<file path="src/include/txdm_pkg.sv">
// txdm_pkg: constants for the transmit descriptor threshold and delay block
package txdm_pkg;
    // ************************************************************
    // register map
    // ************************************************************
    localparam logic [15:0] TX_DESCRIPTOR_CONTROL_OFS = 16'h3828;
    localparam logic [15:0] TX_ABSOLUTE_IRQ_DELAY_OFS = 16'h382c;
    localparam logic [15:0] TX_DESC_STATUS_OFS = 16'h3830;

    // ************************************************************
    // field positions
    // ************************************************************
    localparam int PREFETCH_LEVEL_LSB = 0;
    localparam int HOST_AVAIL_LEVEL_LSB = 8;
    localparam int WRITEBACK_LEVEL_LSB = 16;
    localparam int UNIT_SELECT_BIT = 24;
    localparam int RING_LOW_LEVEL_LSB = 25;
    localparam int LEVEL_W = 6;
    localparam int RING_LOW_W = 7;
    localparam int DELAY_VALUE_W = 16;
    localparam int STAT_ABS_RUN_BIT = 16;
    localparam int STAT_DEL_RUN_BIT = 17;
    localparam int STAT_PREFETCH_BIT = 18;
    localparam int STAT_COUNTING_BIT = 19;

    // ************************************************************
    // reset values
    // ************************************************************
    localparam logic [31:0] TX_DESCRIPTOR_CONTROL_RST = 32'h0000_0000;
    localparam logic [15:0] DELAY_VALUE_RST = 16'h0000;

    // ************************************************************
    // sizes and timing
    // ************************************************************
    localparam int DESC_BYTES = 16;
    localparam int RING_LOW_UNIT = 8;
    localparam int TICK_NS = 1024;
    localparam int CLK_NS = 8;
    localparam int TICK_CYCLES = (TICK_NS / CLK_NS) < 1 ? 1 : (TICK_NS / CLK_NS);
    localparam int THR_W = 10;
    localparam int CNT_W = 16;
endpackage : txdm_pkg

</file>
<file path="src/hw/txdm_core.sv">
// txdm_core: transmit descriptor fetch/write-back thresholds and interrupt delay timers
// ************************************************************
// Functional notes
// - thresholds in cache lines or 16-byte descriptors
// - unit_select set writes back every descriptor
// - prefetch considered below prefetch_level on chip
// - prefetch needs host_avail_level host descriptors
// - write back only at writeback_level unless flushed
// - zero writeback_level writes each descriptor immediately
// - counting starts with a report_status descriptor, which is itself counted
// - bursting may write back unrequested descriptors
// - ring_low_cause on step to eight times level
// - zero ring_low_level never raises ring_low_cause
// - delay_value ticks 1.024us, zero disables
// - absolute timer only for report and delay flags
// - countdown starts on transmit, expiry sets written
// - immediate or delay expiry stops absolute timer
// - absolute delay upper half reads zero
// - delay timer reloads on each scheduled completion
// - absolute or immediate interrupt halts reloaded delay
// ************************************************************
`timescale 1ns/1ps
module txdm_core #(
    parameter int CACHE_LINE_BYTES = 256,
    parameter int ONCHIP_W = 7
) (
    input wire logic MCLK_I,
    input wire logic RST_B_I,
    input wire logic [15:0] REG_ADDR_I,
    input wire logic [31:0] REG_WDATA_I,
    input wire logic REG_WR_I,
    input wire logic REG_RD_I,
    output logic [31:0] REG_RDATA_O,
    input wire logic [ONCHIP_W-1:0] ONCHIP_UNPROC_I,
    input wire logic [15:0] HOST_AVAIL_I,
    input wire logic [15:0] WAITING_CNT_I,
    input wire logic DESC_DONE_I,
    input wire logic DESC_RS_I,
    input wire logic DESC_IDE_I,
    input wire logic FLUSH_I,
    input wire logic [15:0] DELAY_TIMER_VALUE_I,
    output logic PREFETCH_REQ_O,
    output logic WB_REQ_O,
    output logic [9:0] WB_COUNT_O,
    output logic RING_LOW_CAUSE_O,
    output logic TX_WRITTEN_CAUSE_O
);
    localparam int DESC_PER_LINE = CACHE_LINE_BYTES / txdm_pkg::DESC_BYTES;

    // converts a threshold field into descriptors
    function automatic logic [9:0] to_desc(input logic [5:0] v, input logic g);
        logic [31:0] prod;
        prod = 32'(v) * 32'(DESC_PER_LINE);
        to_desc = g ? {4'h0, v} : prod[9:0];
    endfunction : to_desc

    // ************************************************************
    // registers
    // ************************************************************
    logic [31:0] ctl_q, ctl_d;
    logic [15:0] abs_val_q, abs_val_d;
    logic [31:0] rdata_q, rdata_d;
    logic [5:0] pf_lvl, ha_lvl, wb_lvl;
    logic unit_select;
    logic [6:0] rl_lvl;
    logic [9:0] pf_thr, ha_thr, wb_thr;
    logic [9:0] pend_q, pend_d;
    logic counting_q, counting_d;
    logic wb_req_q, wb_req_d;
    logic wb_flush_q, wb_flush_d;
    logic [9:0] wb_cnt_q, wb_cnt_d;
    logic abs_run_q, abs_run_d, del_run_q, del_run_d;
    logic [15:0] abs_cnt_q, abs_cnt_d, del_cnt_q, del_cnt_d;
    logic [6:0] tick_cnt_q, tick_cnt_d;
    logic tick;
    logic written_q, written_d;
    logic [15:0] wait_prev_q;
    logic ring_low_q, ring_low_d;
    logic [15:0] rl_thr;
    logic imm_irq, sched, abs_exp, del_exp, counted, flush_now;

    assign pf_lvl = ctl_q[txdm_pkg::PREFETCH_LEVEL_LSB +: txdm_pkg::LEVEL_W];
    assign ha_lvl = ctl_q[txdm_pkg::HOST_AVAIL_LEVEL_LSB +: txdm_pkg::LEVEL_W];
    assign wb_lvl = ctl_q[txdm_pkg::WRITEBACK_LEVEL_LSB +: txdm_pkg::LEVEL_W];
    assign unit_select = ctl_q[txdm_pkg::UNIT_SELECT_BIT];
    assign rl_lvl = ctl_q[txdm_pkg::RING_LOW_LEVEL_LSB +: txdm_pkg::RING_LOW_W];
    assign pf_thr = to_desc(pf_lvl, unit_select);
    assign ha_thr = to_desc(ha_lvl, unit_select);
    assign wb_thr = to_desc(wb_lvl, unit_select);

    always_comb
    begin
        ctl_d = ctl_q;
        abs_val_d = abs_val_q;
        rdata_d = 32'h0000_0000;
        if (REG_WR_I && REG_ADDR_I == txdm_pkg::TX_DESCRIPTOR_CONTROL_OFS)
        begin
            // reserved bits are dropped so they read back as zero
            ctl_d = REG_WDATA_I & 32'hff3f_3f3f;
        end
        else if (REG_WR_I && REG_ADDR_I == txdm_pkg::TX_ABSOLUTE_IRQ_DELAY_OFS)
        begin
            abs_val_d = REG_WDATA_I[15:0];
        end
        if (REG_RD_I && REG_ADDR_I == txdm_pkg::TX_DESCRIPTOR_CONTROL_OFS)
        begin
            rdata_d = ctl_q;
        end
        else if (REG_RD_I && REG_ADDR_I == txdm_pkg::TX_ABSOLUTE_IRQ_DELAY_OFS)
        begin
            rdata_d = {16'h0000, abs_val_q};
        end
        else if (REG_RD_I && REG_ADDR_I == txdm_pkg::TX_DESC_STATUS_OFS)
        begin
            rdata_d = {12'h000, counting_q, PREFETCH_REQ_O, del_run_q, abs_run_q,
                6'h00, pend_q};
        end
    end

    always_ff @(posedge MCLK_I or negedge RST_B_I)
    begin
        if (!RST_B_I)
        begin
            ctl_q <= txdm_pkg::TX_DESCRIPTOR_CONTROL_RST;
            abs_val_q <= txdm_pkg::DELAY_VALUE_RST;
            rdata_q <= 32'h0000_0000;
        end
        else
        begin
            ctl_q <= ctl_d;
            abs_val_q <= abs_val_d;
            rdata_q <= rdata_d;
        end
    end

    assign REG_RDATA_O = rdata_q;

    // ************************************************************
    // prefetch decision
    // ************************************************************
    // fetch only when low on chip and host has enough
    assign PREFETCH_REQ_O = (10'(ONCHIP_UNPROC_I) < pf_thr) && (HOST_AVAIL_I != 16'h0000)
        && (HOST_AVAIL_I >= {6'h00, ha_thr});

    // ************************************************************
    // delay timers
    // ************************************************************
    // only descriptors with both flags are scheduled
    assign sched = DESC_DONE_I && DESC_RS_I && DESC_IDE_I;
    assign imm_irq = DESC_DONE_I && DESC_RS_I && !DESC_IDE_I;
    assign tick = (tick_cnt_q == 7'(txdm_pkg::TICK_CYCLES - 1));
    assign abs_exp = tick && abs_run_q && (abs_cnt_q <= 16'h0001);
    assign del_exp = tick && del_run_q && (del_cnt_q <= 16'h0001);

    always_comb
    begin
        tick_cnt_d = tick ? 7'h00 : tick_cnt_q + 7'h01;
        abs_run_d = abs_run_q;
        abs_cnt_d = abs_cnt_q;
        del_run_d = del_run_q;
        del_cnt_d = del_cnt_q;
        if (tick && abs_run_q)
        begin
            abs_cnt_d = abs_exp ? 16'h0000 : abs_cnt_q - 16'h0001;
            abs_run_d = !abs_exp;
        end
        if (tick && del_run_q)
        begin
            del_cnt_d = del_exp ? 16'h0000 : del_cnt_q - 16'h0001;
            del_run_d = !del_exp;
        end
        // delay expiry stops the absolute timer
        if (del_exp)
        begin
            abs_run_d = 1'b0;
        end
        // absolute expiry halts a reloaded delay timer
        if (abs_exp)
        begin
            del_run_d = 1'b0;
            del_cnt_d = DELAY_TIMER_VALUE_I;
        end
        if (imm_irq)
        begin
            abs_run_d = 1'b0;
            del_run_d = 1'b0;
            del_cnt_d = DELAY_TIMER_VALUE_I;
        end
        else if (sched)
        begin
            // restart delay countdown from programmed value
            del_run_d = 1'b1;
            del_cnt_d = DELAY_TIMER_VALUE_I;
            if (abs_val_q != 16'h0000 && (!abs_run_q || abs_exp || del_exp))
            begin
                abs_run_d = 1'b1;
                abs_cnt_d = abs_val_q;
            end
        end
        // expiry or immediate completion raises the cause
        written_d = imm_irq || abs_exp || del_exp;
    end

    always_ff @(posedge MCLK_I or negedge RST_B_I)
    begin
        if (!RST_B_I)
        begin
            tick_cnt_q <= 7'h00;
            abs_run_q <= 1'b0;
            abs_cnt_q <= 16'h0000;
            del_run_q <= 1'b0;
            del_cnt_q <= 16'h0000;
            written_q <= 1'b0;
        end
        else
        begin
            tick_cnt_q <= tick_cnt_d;
            abs_run_q <= abs_run_d;
            abs_cnt_q <= abs_cnt_d;
            del_run_q <= del_run_d;
            del_cnt_q <= del_cnt_d;
            written_q <= written_d;
        end
    end

    assign TX_WRITTEN_CAUSE_O = written_q;

    // ************************************************************
    // write-back accumulation
    // ************************************************************
    // which processed descriptors are counted
    assign counted = DESC_DONE_I && (unit_select || DESC_RS_I || counting_q);
    // timer expiries act as a flush so pending entries are not stranded
    assign flush_now = FLUSH_I || written_d;

    always_comb
    begin
        pend_d = pend_q + (counted ? 10'h001 : 10'h000);
        counting_d = counting_q || (DESC_DONE_I && DESC_RS_I);
        wb_req_d = 1'b0;
        wb_flush_d = 1'b0;
        wb_cnt_d = wb_cnt_q;
        // zero level writes each one back at once
        // otherwise wait for the level or a flush
        if (pend_d != 10'h000 && (wb_thr == 10'h000 || pend_d >= wb_thr || flush_now))
        begin
            wb_req_d = 1'b1;
            wb_flush_d = flush_now && pend_d < wb_thr;
            wb_cnt_d = pend_d;
            pend_d = 10'h000;
            counting_d = 1'b0;
        end
    end

    always_ff @(posedge MCLK_I or negedge RST_B_I)
    begin
        if (!RST_B_I)
        begin
            pend_q <= 10'h000;
            counting_q <= 1'b0;
            wb_req_q <= 1'b0;
            wb_flush_q <= 1'b0;
            wb_cnt_q <= 10'h000;
        end
        else
        begin
            pend_q <= pend_d;
            counting_q <= counting_d;
            wb_req_q <= wb_req_d;
            wb_flush_q <= wb_flush_d;
            wb_cnt_q <= wb_cnt_d;
        end
    end

    assign WB_REQ_O = wb_req_q;
    assign WB_COUNT_O = wb_cnt_q;

    // ************************************************************
    // ring low detection
    // ************************************************************
    assign rl_thr = 16'(rl_lvl) * 16'(txdm_pkg::RING_LOW_UNIT);

    always_comb
    begin
        // fires on the exact step, never when level is zero
        ring_low_d = (rl_lvl != 7'h00) && (wait_prev_q == rl_thr + 16'h0001)
            && (WAITING_CNT_I == rl_thr);
    end

    always_ff @(posedge MCLK_I or negedge RST_B_I)
    begin
        if (!RST_B_I)
        begin
            wait_prev_q <= 16'h0000;
            ring_low_q <= 1'b0;
        end
        else
        begin
            wait_prev_q <= WAITING_CNT_I;
            ring_low_q <= ring_low_d;
        end
    end

    assign RING_LOW_CAUSE_O = ring_low_q;

    // ************************************************************
    // checks
    // ************************************************************
    prefetch_level_a: assert property (@(posedge MCLK_I) disable iff (!RST_B_I)
        PREFETCH_REQ_O |-> 10'(ONCHIP_UNPROC_I) < pf_thr)
        else $error("prefetch with enough descriptors on chip");
    prefetch_host_a: assert property (@(posedge MCLK_I) disable iff (!RST_B_I)
        PREFETCH_REQ_O |-> HOST_AVAIL_I >= {6'h00, ha_thr})
        else $error("prefetch without enough host descriptors");
    wb_immediate_a: assert property (@(posedge MCLK_I) disable iff (!RST_B_I)
        (DESC_DONE_I && wb_lvl == 6'h00 && (DESC_RS_I || unit_select)) |=> WB_REQ_O)
        else $error("descriptor not written back at once");
    wb_level_a: assert property (@(posedge MCLK_I) disable iff (!RST_B_I)
        (WB_REQ_O && !wb_flush_q && $stable(wb_thr)) |-> WB_COUNT_O >= wb_thr)
        else $error("write back below level without flush");
    unit_select_all_a: assert property (@(posedge MCLK_I) disable iff (!RST_B_I)
        (DESC_DONE_I && unit_select) |=> (pend_q == $past(pend_q) + 10'h001) || WB_REQ_O)
        else $error("descriptor skipped in descriptor units");
    rs_start_a: assert property (@(posedge MCLK_I) disable iff (!RST_B_I)
        (DESC_DONE_I && !DESC_RS_I && !unit_select && !counting_q && !flush_now)
        |=> pend_q == $past(pend_q) && !WB_REQ_O)
        else $error("counted before a report descriptor");
    ring_low_hit_a: assert property (@(posedge MCLK_I) disable iff (!RST_B_I)
        (rl_lvl != 7'h00 && $past(WAITING_CNT_I) == rl_thr + 16'h0001
        && WAITING_CNT_I == rl_thr) |=> RING_LOW_CAUSE_O)
        else $error("ring low step missed");
    ring_low_off_a: assert property (@(posedge MCLK_I) disable iff (!RST_B_I)
        $past(rl_lvl) == 7'h00 |-> !RING_LOW_CAUSE_O)
        else $error("ring low raised while disabled");
    abs_off_a: assert property (@(posedge MCLK_I) disable iff (!RST_B_I)
        (abs_val_q == 16'h0000 && !abs_run_q) |=> !abs_run_q)
        else $error("absolute timer ran while disabled");
    abs_stop_a: assert property (@(posedge MCLK_I) disable iff (!RST_B_I)
        (imm_irq || (del_exp && !sched)) |=> !abs_run_q)
        else $error("absolute timer survived other interrupt");
    abs_hold_a: assert property (@(posedge MCLK_I) disable iff (!RST_B_I)
        (abs_run_q && sched && !tick) |=> abs_cnt_q == $past(abs_cnt_q))
        else $error("running absolute timer reloaded");
    del_halt_a: assert property (@(posedge MCLK_I) disable iff (!RST_B_I)
        (abs_exp && !sched) |=> !del_run_q && del_cnt_q == $past(DELAY_TIMER_VALUE_I))
        else $error("delay timer not halted and reloaded");
    written_a: assert property (@(posedge MCLK_I) disable iff (!RST_B_I)
        abs_exp |=> TX_WRITTEN_CAUSE_O)
        else $error("absolute expiry raised no cause");
    upper_zero_a: assert property (@(posedge MCLK_I) disable iff (!RST_B_I)
        (REG_RD_I && REG_ADDR_I == txdm_pkg::TX_ABSOLUTE_IRQ_DELAY_OFS)
        |=> REG_RDATA_O[31:16] == 16'h0000)
        else $error("absolute delay upper half not zero");
endmodule : txdm_core

</file>
<file path="config.mk">
export PLATFORM = sky130hd
export DESIGN_NAME = txdm_core
export DESIGN_NICKNAME = d
export VERILOG_FILES = /design/src/include/txdm_pkg.sv /design/src/hw/txdm_core.sv
export SDC_FILE = /design/constraint.sdc
export NUM_CORES = 1
export LEC_CHECK = 0
export ABC_CLOCK_PERIOD_IN_PS = 4250
export BUFFER_PORTS_ARGS = -buffer_cell sky130_fd_sc_hd__buf_2
export CAP_MARGIN = 20
export CORE_MARGIN = 8
export CORE_UTILIZATION = 45
export CTS_CLUSTER_DIAMETER = 120
export CTS_CLUSTER_SIZE = 12
export DETAILED_ROUTE_END_ITERATION = 8
export MAX_ROUTING_LAYER = met4
export PLACE_DENSITY = 0.67
export REMOVE_ABC_BUFFERS = 1
export SYNTH_ARGS = -nofsm -noshare
export SYNTH_HDL_FRONTEND = slang
export SYNTH_SLANG_ARGS = --single-unit
</file>
<file path="constraint.sdc">
create_clock -name MCLK_I -period 4.25 [get_ports MCLK_I]
set_input_delay 0.85 -clock MCLK_I [delete_from_list [all_inputs] [get_ports MCLK_I]]
set_output_delay 0.85 -clock MCLK_I [all_outputs]
set_load 0.02 [all_outputs]
</file>
==> results.md, run 1 <==
* Slew headroom at 34.2%
* WS Path Type: register to primary output
* Pint at 0.00237 W
* Antenna Nets Post-Route at 0
* RSZ-0062 raised after global routing: false
* Max VDD drop at 0.000262 V
* Worst-margin pin slew at 0.984 ns
* Detailed Route WL at 19,800 um
* Ys Warns at 0
* Number of H-tree levels at 4
* Crit-path max FO at 31
* Via count at 5,968
* Via density at 5.48
* Seq/Total Area, Yosys at 50.2%
* Psw at 0.000852 W
* Post_cts resized at 0
* Final cycle utilization of the critical path at 92.0%
* Worst Hold Margin at 0.436 ns
* Clk sinks at 153
* Input/output buffers at 152
* CP Capture Type: primary output
* Area of the multi-input gates at 3620 um^2
* Initial Util at 46.0%
* DR WL/cell at 18.2 um
* CTS Root Cell: clkbuf_16
* Top Layer Used: met4
* Gpl congestion at 0.852
* Power, Total at 0.00322 W
* Pwr/cell area at 350 nW/um^2
* Met3 Routed Length at 986 um
* Fin. Hold Viols at 0
* Layout area overhead at 20.7%
* # rows at 47
* CP arrival at 3.06 ns
* Synth Cell Area at 7630 um^2
* Filler cell count in the final layout at 1,482
* Post-Place Cells at 1,053
* Sequential fraction of design power at 47.2%
* Number of global-route vias before repair at 6,131
* Clk pwr share at 46.1%
* Initial DRC count at 318
* Register area at 3830 um^2
* DR pass1 iterations at 5
* Final Max Tran Viols at 0
* Clk_lat worst skew at 0.43 ns
* Worst path required time at 3.40 ns
* Max Cap Viol at 0
* WL met1 at 9230 um
* Post-route setup TNS at 0 ns
* Syn Inst Count at 698
* Status: finished clean
* Layout cell share with drive strength beyond 1 at 29.7%
* Synth top area cells: dfrtp_1 50%, mux2_2 6.6%, ha_1 5.4%
* Number of remaining DRC errors at 0
* Peak Freq at 0.256 GHz
* Die height at 146 um
* Synth top area share at 50.2%
* Min Tclk post-route at 3.91 ns
* Sw frac at 26.5%
* Grt total ovfl at 0
* Core ar. at 16,600 um^2
* Hpwl dp at 14,800 um
* Skew final at 0.0100 ns
* Cts hold-fix bufs at 0
* Io pins at 157
* Startpoint types: register
* Pin count of the biggest net entering global routing at 89
* CTS Buf Count at 17
* LEAKAGE at 4.46 nW
* Synth area leader: dfrtp_1
* Ys async rst share at 100%
* Post-CTS setup buffer count at 0
* Final Non-Filler Cells at 1,089
* Comb power frac at 6.7%
* Initial antenna violation count at 4
* Fin nets at 996
* Number of flops mapped to enable cells by yosys at 0
* Mapped Avg Cell Area at 10.9 um^2
* Final setup fails at 0
* Worst hold path type: primary input to async pin
* Main synth FF type: dfrtp_1
* Yosys cell types at 67
* Die X at 146 um
* Total track usage at 19.5%
* CTS tree: built
* Clock Pin Slew Worst Setup and Hold Paths at 0.07 ns
* #FFs+latches synth at 153
* First-pass GRT wire length at 32,600 um
* Die ar. at 21,400 um^2
* CTS Buffer Depth at 2
* Met2 wire len at 9280 um
cells by family after synthesis:
family          share of synthesized area [%]
compound gates                           10.8
mux                                      9.59
xor+xnor                                 3.90
fa+ha+maj                                5.41
simple gates                             17.5
other cells                            0.0492
flops                                    50.2
buf+inv                                  2.53
state kept, by name (all words and copies together) (netlist names), 7 cells and up:
| name | flops |
|---|---|
| pend_q | 10 |
| tick_cnt_q | 7 |
| wait_prev_q | 16 |
| WB_COUNT_O | 10 |
| abs_val_q | 16 |
| ctl_q | 26 |
| REG_RDATA_O | 30 |
| del_cnt_q | 16 |
| abs_cnt_q | 16 |
area by class of cell:
cell class / instances / area share (%)
Multi-Input combinational cell: 504 / 39.3
Inverter: 12 / 0.489
Clock inverter: 15 / 1.64
Tap cell: 220 / 2.99
Sequential cell: 153 / 41.6
Clock buffer: 17 / 4.62
Timing Repair Buffer: 164 / 9.31
Antenna cell: 4 / 0.109
critical path, cell delays in order (launching register included):
cell      delay (ns)
dfrtp_1         0.45
buf_4           0.39
mux2i_1         0.27
ha_1            0.28
a21o_1          0.16
a21oi_1         0.12
o21ai_0         0.10
a211oi_1        0.57
buf_2           0.29
layer usage:
metal / vias to the layer above / track usage (%)
li1: 2880 / -
met1: 2923 / 25.6
met2: 150 / 29.2
met3: 15 / 5.35
met4: 0 / 5.46
met5: - / -
Yosys cell counts, types with 3 or more instances:
library cell,count
o21a_1,3
o31ai_1,3
a21o_1,5
o21ai_0,45
mux2i_1,18
nand2_1,54
or2_2,3
mux2_4,3
nand2b_1,10
inv_1,12
mux2_2,45
a22oi_1,3
o22ai_1,3
nor2_1,32
o2111ai_1,4
ha_1,33
and2_1,9
nor2b_1,7
clkbuf_1,14
a21oi_1,25
nand4b_1,3
or3_1,7
xor2_1,13
dfrtp_1,153
nand3_1,19
a22o_1,12
or4_1,8
and4_1,3
nand4_1,10
and3_1,21
buf_2,10
nor4_1,18
xnor2_1,21
nor4b_1,4
nor3_1,23
cell usage in the layout (no fill, tap or decap), types with 5 or more instances in the layout:
cell type and n:
nor2b_1 7, a21o_1 5, buf_4 12, a22o_1 12, nor2_1 32, inv_1 12, buf_2 151, or3_1 7
dfrtp_1 153, and3_1 21, xnor2_1 21, clkbuf_16 17, a21oi_1 25, or4_1 8, mux2i_1 18, nor3_1 23
nand2b_1 10, inv_8 6, o21ai_0 45, ha_1 33, nand3_1 19, nor4_1 18, mux2_2 45, and2_1 9
nand2_1 54, nand4_1 10, xor2_1 13
worst paths after layout:
check / startpoint / to / slack, ns / depth (start not counted)
setup / recovery: ctl_q[24] / PREFETCH_REQ_O / 0.34 / 8
min in group MCLK_I: tick_cnt_q[0] / tick_cnt_q[0] / 0.46 / 1
hold reg to reg: tick_cnt_q[0] / tick_cnt_q[0] / 0.46 / 1
setup reg to reg: ctl_q[24] / WB_COUNT_O[4] / 0.64 / 13
hold / removal: RST_B_I / del_cnt_q[14] / 0.44 / 1
max in group asynchronous: RST_B_I / REG_RDATA_O[0] / 2.88 / 2
power groups by stage:
stage	combinational, W	sequential (W)	clock [W]
6_report	0.000216	0.00152	0.00148
5_1_grt	0.000246	0.00152	0.00159
4_1_cts	0.000219	0.00152	0.00152
3_5_place_dp	0.000217	0.00155	0
3_3_place_gp	0.000215	0.00155	0
2_1_floorplan	0.0000948	0.00154	0
stage by stage:
| stage | instance area (um^2) | utilization [%] | worst slack [ns] |
|---|---|---|---|
| global route | 9210 | 55.5 | 0.0796 |
| CTS | 9200 | 55.5 | 0.296 |
| floorplan | 7480 | - | 0.714 |
| finish | 9210 | 55.5 | 0.340 |
| global placement | 8620 | 52.0 | 0.289 |
| detailed placement | 8620 | 52.0 | 0.211 |
Power figures use the tool's default switching activity.
==> run 2, diff against run 1 <==
--- a/config.mk
+++ b/config.mk
@@ -5,7 +5,7 @@
 export SDC_FILE = /design/constraint.sdc
 export NUM_CORES = 1
 export LEC_CHECK = 0
-export ABC_CLOCK_PERIOD_IN_PS = 4250
+export ABC_CLOCK_PERIOD_IN_PS = 4750
 export BUFFER_PORTS_ARGS = -buffer_cell sky130_fd_sc_hd__buf_2
 export CAP_MARGIN = 20
 export CORE_MARGIN = 8
==> constraint.sdc (replaced) <==
create_clock -name MCLK_I -period 4.75 [get_ports MCLK_I]
set_input_delay 0.95 -clock MCLK_I [delete_from_list [all_inputs] [get_ports MCLK_I]]
set_output_delay 0.95 -clock MCLK_I [all_outputs]
set_load 0.02 [all_outputs]
==> run 2 against run 1 <==
Compared with the run above: sequential power shrank 11%; core utilization unchanged; cell count down 0.28%; critical path depth is the same; wire length is 0.81% lower; flip-flop and latch count stayed put; hold slack better by 0.034 ns; largest cell class unchanged.
==> results.md, run 2 (synthesis gave the netlist of run 1 again) <==
* Fin. Hold Viols at 0
* Hpwl dp at 14,800 um
* Input/output buffers at 152
* Met1 usage at 24.8%
* DP Area at 8610 um^2
* Max Cap Viol at 0
* Worst Reg2Reg Path Length in Cells at 13
* DR WL/cell at 18.1 um
* Psw at 0.000736 W
* Pwr/cell area at 316 nW/um^2
* Worst path required time at 3.80 ns
* Slew headroom at 34.6%
* Sw frac at 25.3%
* Post-Place Cells at 1,051
* Clock Pin Slew Worst Setup and Hold Paths at 0.07 ns
* CTS Buf Count at 17
* Die X at 146 um
* Pint at 0.00218 W
* Core ar. at 16,600 um^2
* Initial DRC count at 313
* Io pins at 157
* Status: finished clean
* CTS tree: built
* First-pass GRT wire length at 31,700 um
* Most frequent cells in the layout: 153 x dfrtp_1, 151 x buf_2, 54 x nand2_1
* Number of global-route vias before repair at 5,921
* CP Capture Type: primary output
* Antenna Nets Post-Route at 0
* Die height at 146 um
* Number of remaining DRC errors at 0
* Met3 Usage GRT at 5.44%
* Worst-margin pin slew at 0.978 ns
* Layout cell share with drive strength beyond 1 at 29.5%
* CP arrival at 3.21 ns
* Max VDD drop at 0.000262 V
* CTS Buffer Depth at 2
* DR pass1 iterations at 4
* Worst Hold Margin at 0.469 ns
* Max reg flops at 30
* CTS Root Cell: clkbuf_16
* Final cycle utilization of the critical path at 87.6%
* Final Max Tran Viols at 0
* Most common cell after layout, fill and taps aside: dfrtp_1
* Clk sinks at 153
* Crit-path max FO at 21
* Post-CTS setup buffer count at 0
* # rows at 47
* Final Non-Filler Cells at 1,086
* Via count at 5,889
* RSZ-0062 raised after global routing: false
* Worst hold path type: register to register
* Cts hold-fix bufs at 0
* Design Area, Final at 9210 um^2
* Post_cts resized at 0
* Most Used Layer, Global Route: met2
* Gpl congestion at 0.860
* Initial Util at 46.0%
* Min Tclk post-route at 4.16 ns
* Peak Freq at 0.240 GHz
* Total track usage at 19.1%
* Detailed Route WL at 19,600 um
* WS Path Type: register to primary output
* Initial antenna violation count at 2
* Fin nets at 994
* LEAKAGE at 4.46 nW
* Grt total ovfl at 0
* Via density at 5.42
* Sequential fraction of design power at 46.7%
* Startpoint types: register
* Number of H-tree levels at 4
* Clk pwr share at 46.6%
* Clk_lat worst skew at 0.43 ns
* Pin count of the biggest net entering global routing at 66
* Layout area overhead at 20.7%
* Grt met2 use at 28.5%
* Hold path cells at 1
* Final setup fails at 0
* Die ar. at 21,400 um^2
* Comb power frac at 6.6%
* Post-route setup TNS at 0 ns
* Skew final at 0.00818 ns
[run 2: through the flow]
step                      util (%)  worst slack [ns]  power, W
after floorplan                  -              1.11   0.00147
after detailed placement      51.9             0.595   0.00158
after global routing          55.5             0.491   0.00302
final                         55.5             0.588   0.00291
after global placement        51.9             0.656   0.00157
after CTS                     55.5             0.630   0.00294
[run 2: worst max-delay path: stages (launching register included)]
cell      delay, ns
dfrtp_1        0.65
buf_4          0.33
mux2i_1        0.22
ha_1           0.26
a21o_1         0.16
a21oi_1        0.15
o21ai_0        0.10
a211oi_1       0.61
buf_2          0.29
[run 2: final cells by class]
type | instances | area, um^2
antenna | 3 | 7.51
clock buffer | 18 | 439
clock inverter | 14 | 155
fill | 1494 | 7370
inverter | 12 | 45.0
multi-input combinational | 504 | 3620
sequential | 153 | 3830
tap | 220 | 275
timing repair buffer | 162 | 842
[run 2: power by group through the flow]
stage / clock [W] / sequential (W) / combinational, W
4_1_cts: 0.00139 / 0.00136 / 0.000196
3_5_place_dp: 0 / 0.00138 / 0.000194
3_3_place_gp: 0 / 0.00138 / 0.000191
5_1_grt: 0.00144 / 0.00136 / 0.000218
2_1_floorplan: 0 / 0.00138 / 0.0000849
6_report: 0.00136 / 0.00136 / 0.000193
[run 2: worst paths after layout]
| kind | from | endpoint | slack [ns] |
|---|---|---|---|
| setup / recovery | ctl_q[24] | PREFETCH_REQ_O | 0.59 |
| hold / removal | tick_cnt_q[0] | tick_cnt_q[0] | 0.47 |
| setup reg to reg | ctl_q[24] | WB_COUNT_O[4] | 0.99 |
| hold reg to reg | tick_cnt_q[0] | tick_cnt_q[0] | 0.47 |
| max in group asynchronous | RST_B_I | pend_q[8] | 3.20 |
| min in group asynchronous | RST_B_I | del_cnt_q[13] | 0.51 |
[run 2: metal layers]
layer	wire (um)	vias up
met5	0	-
met4	301	0
met3	1100	21
met2	9070	153
met1	9140	2834
li1	-	2881
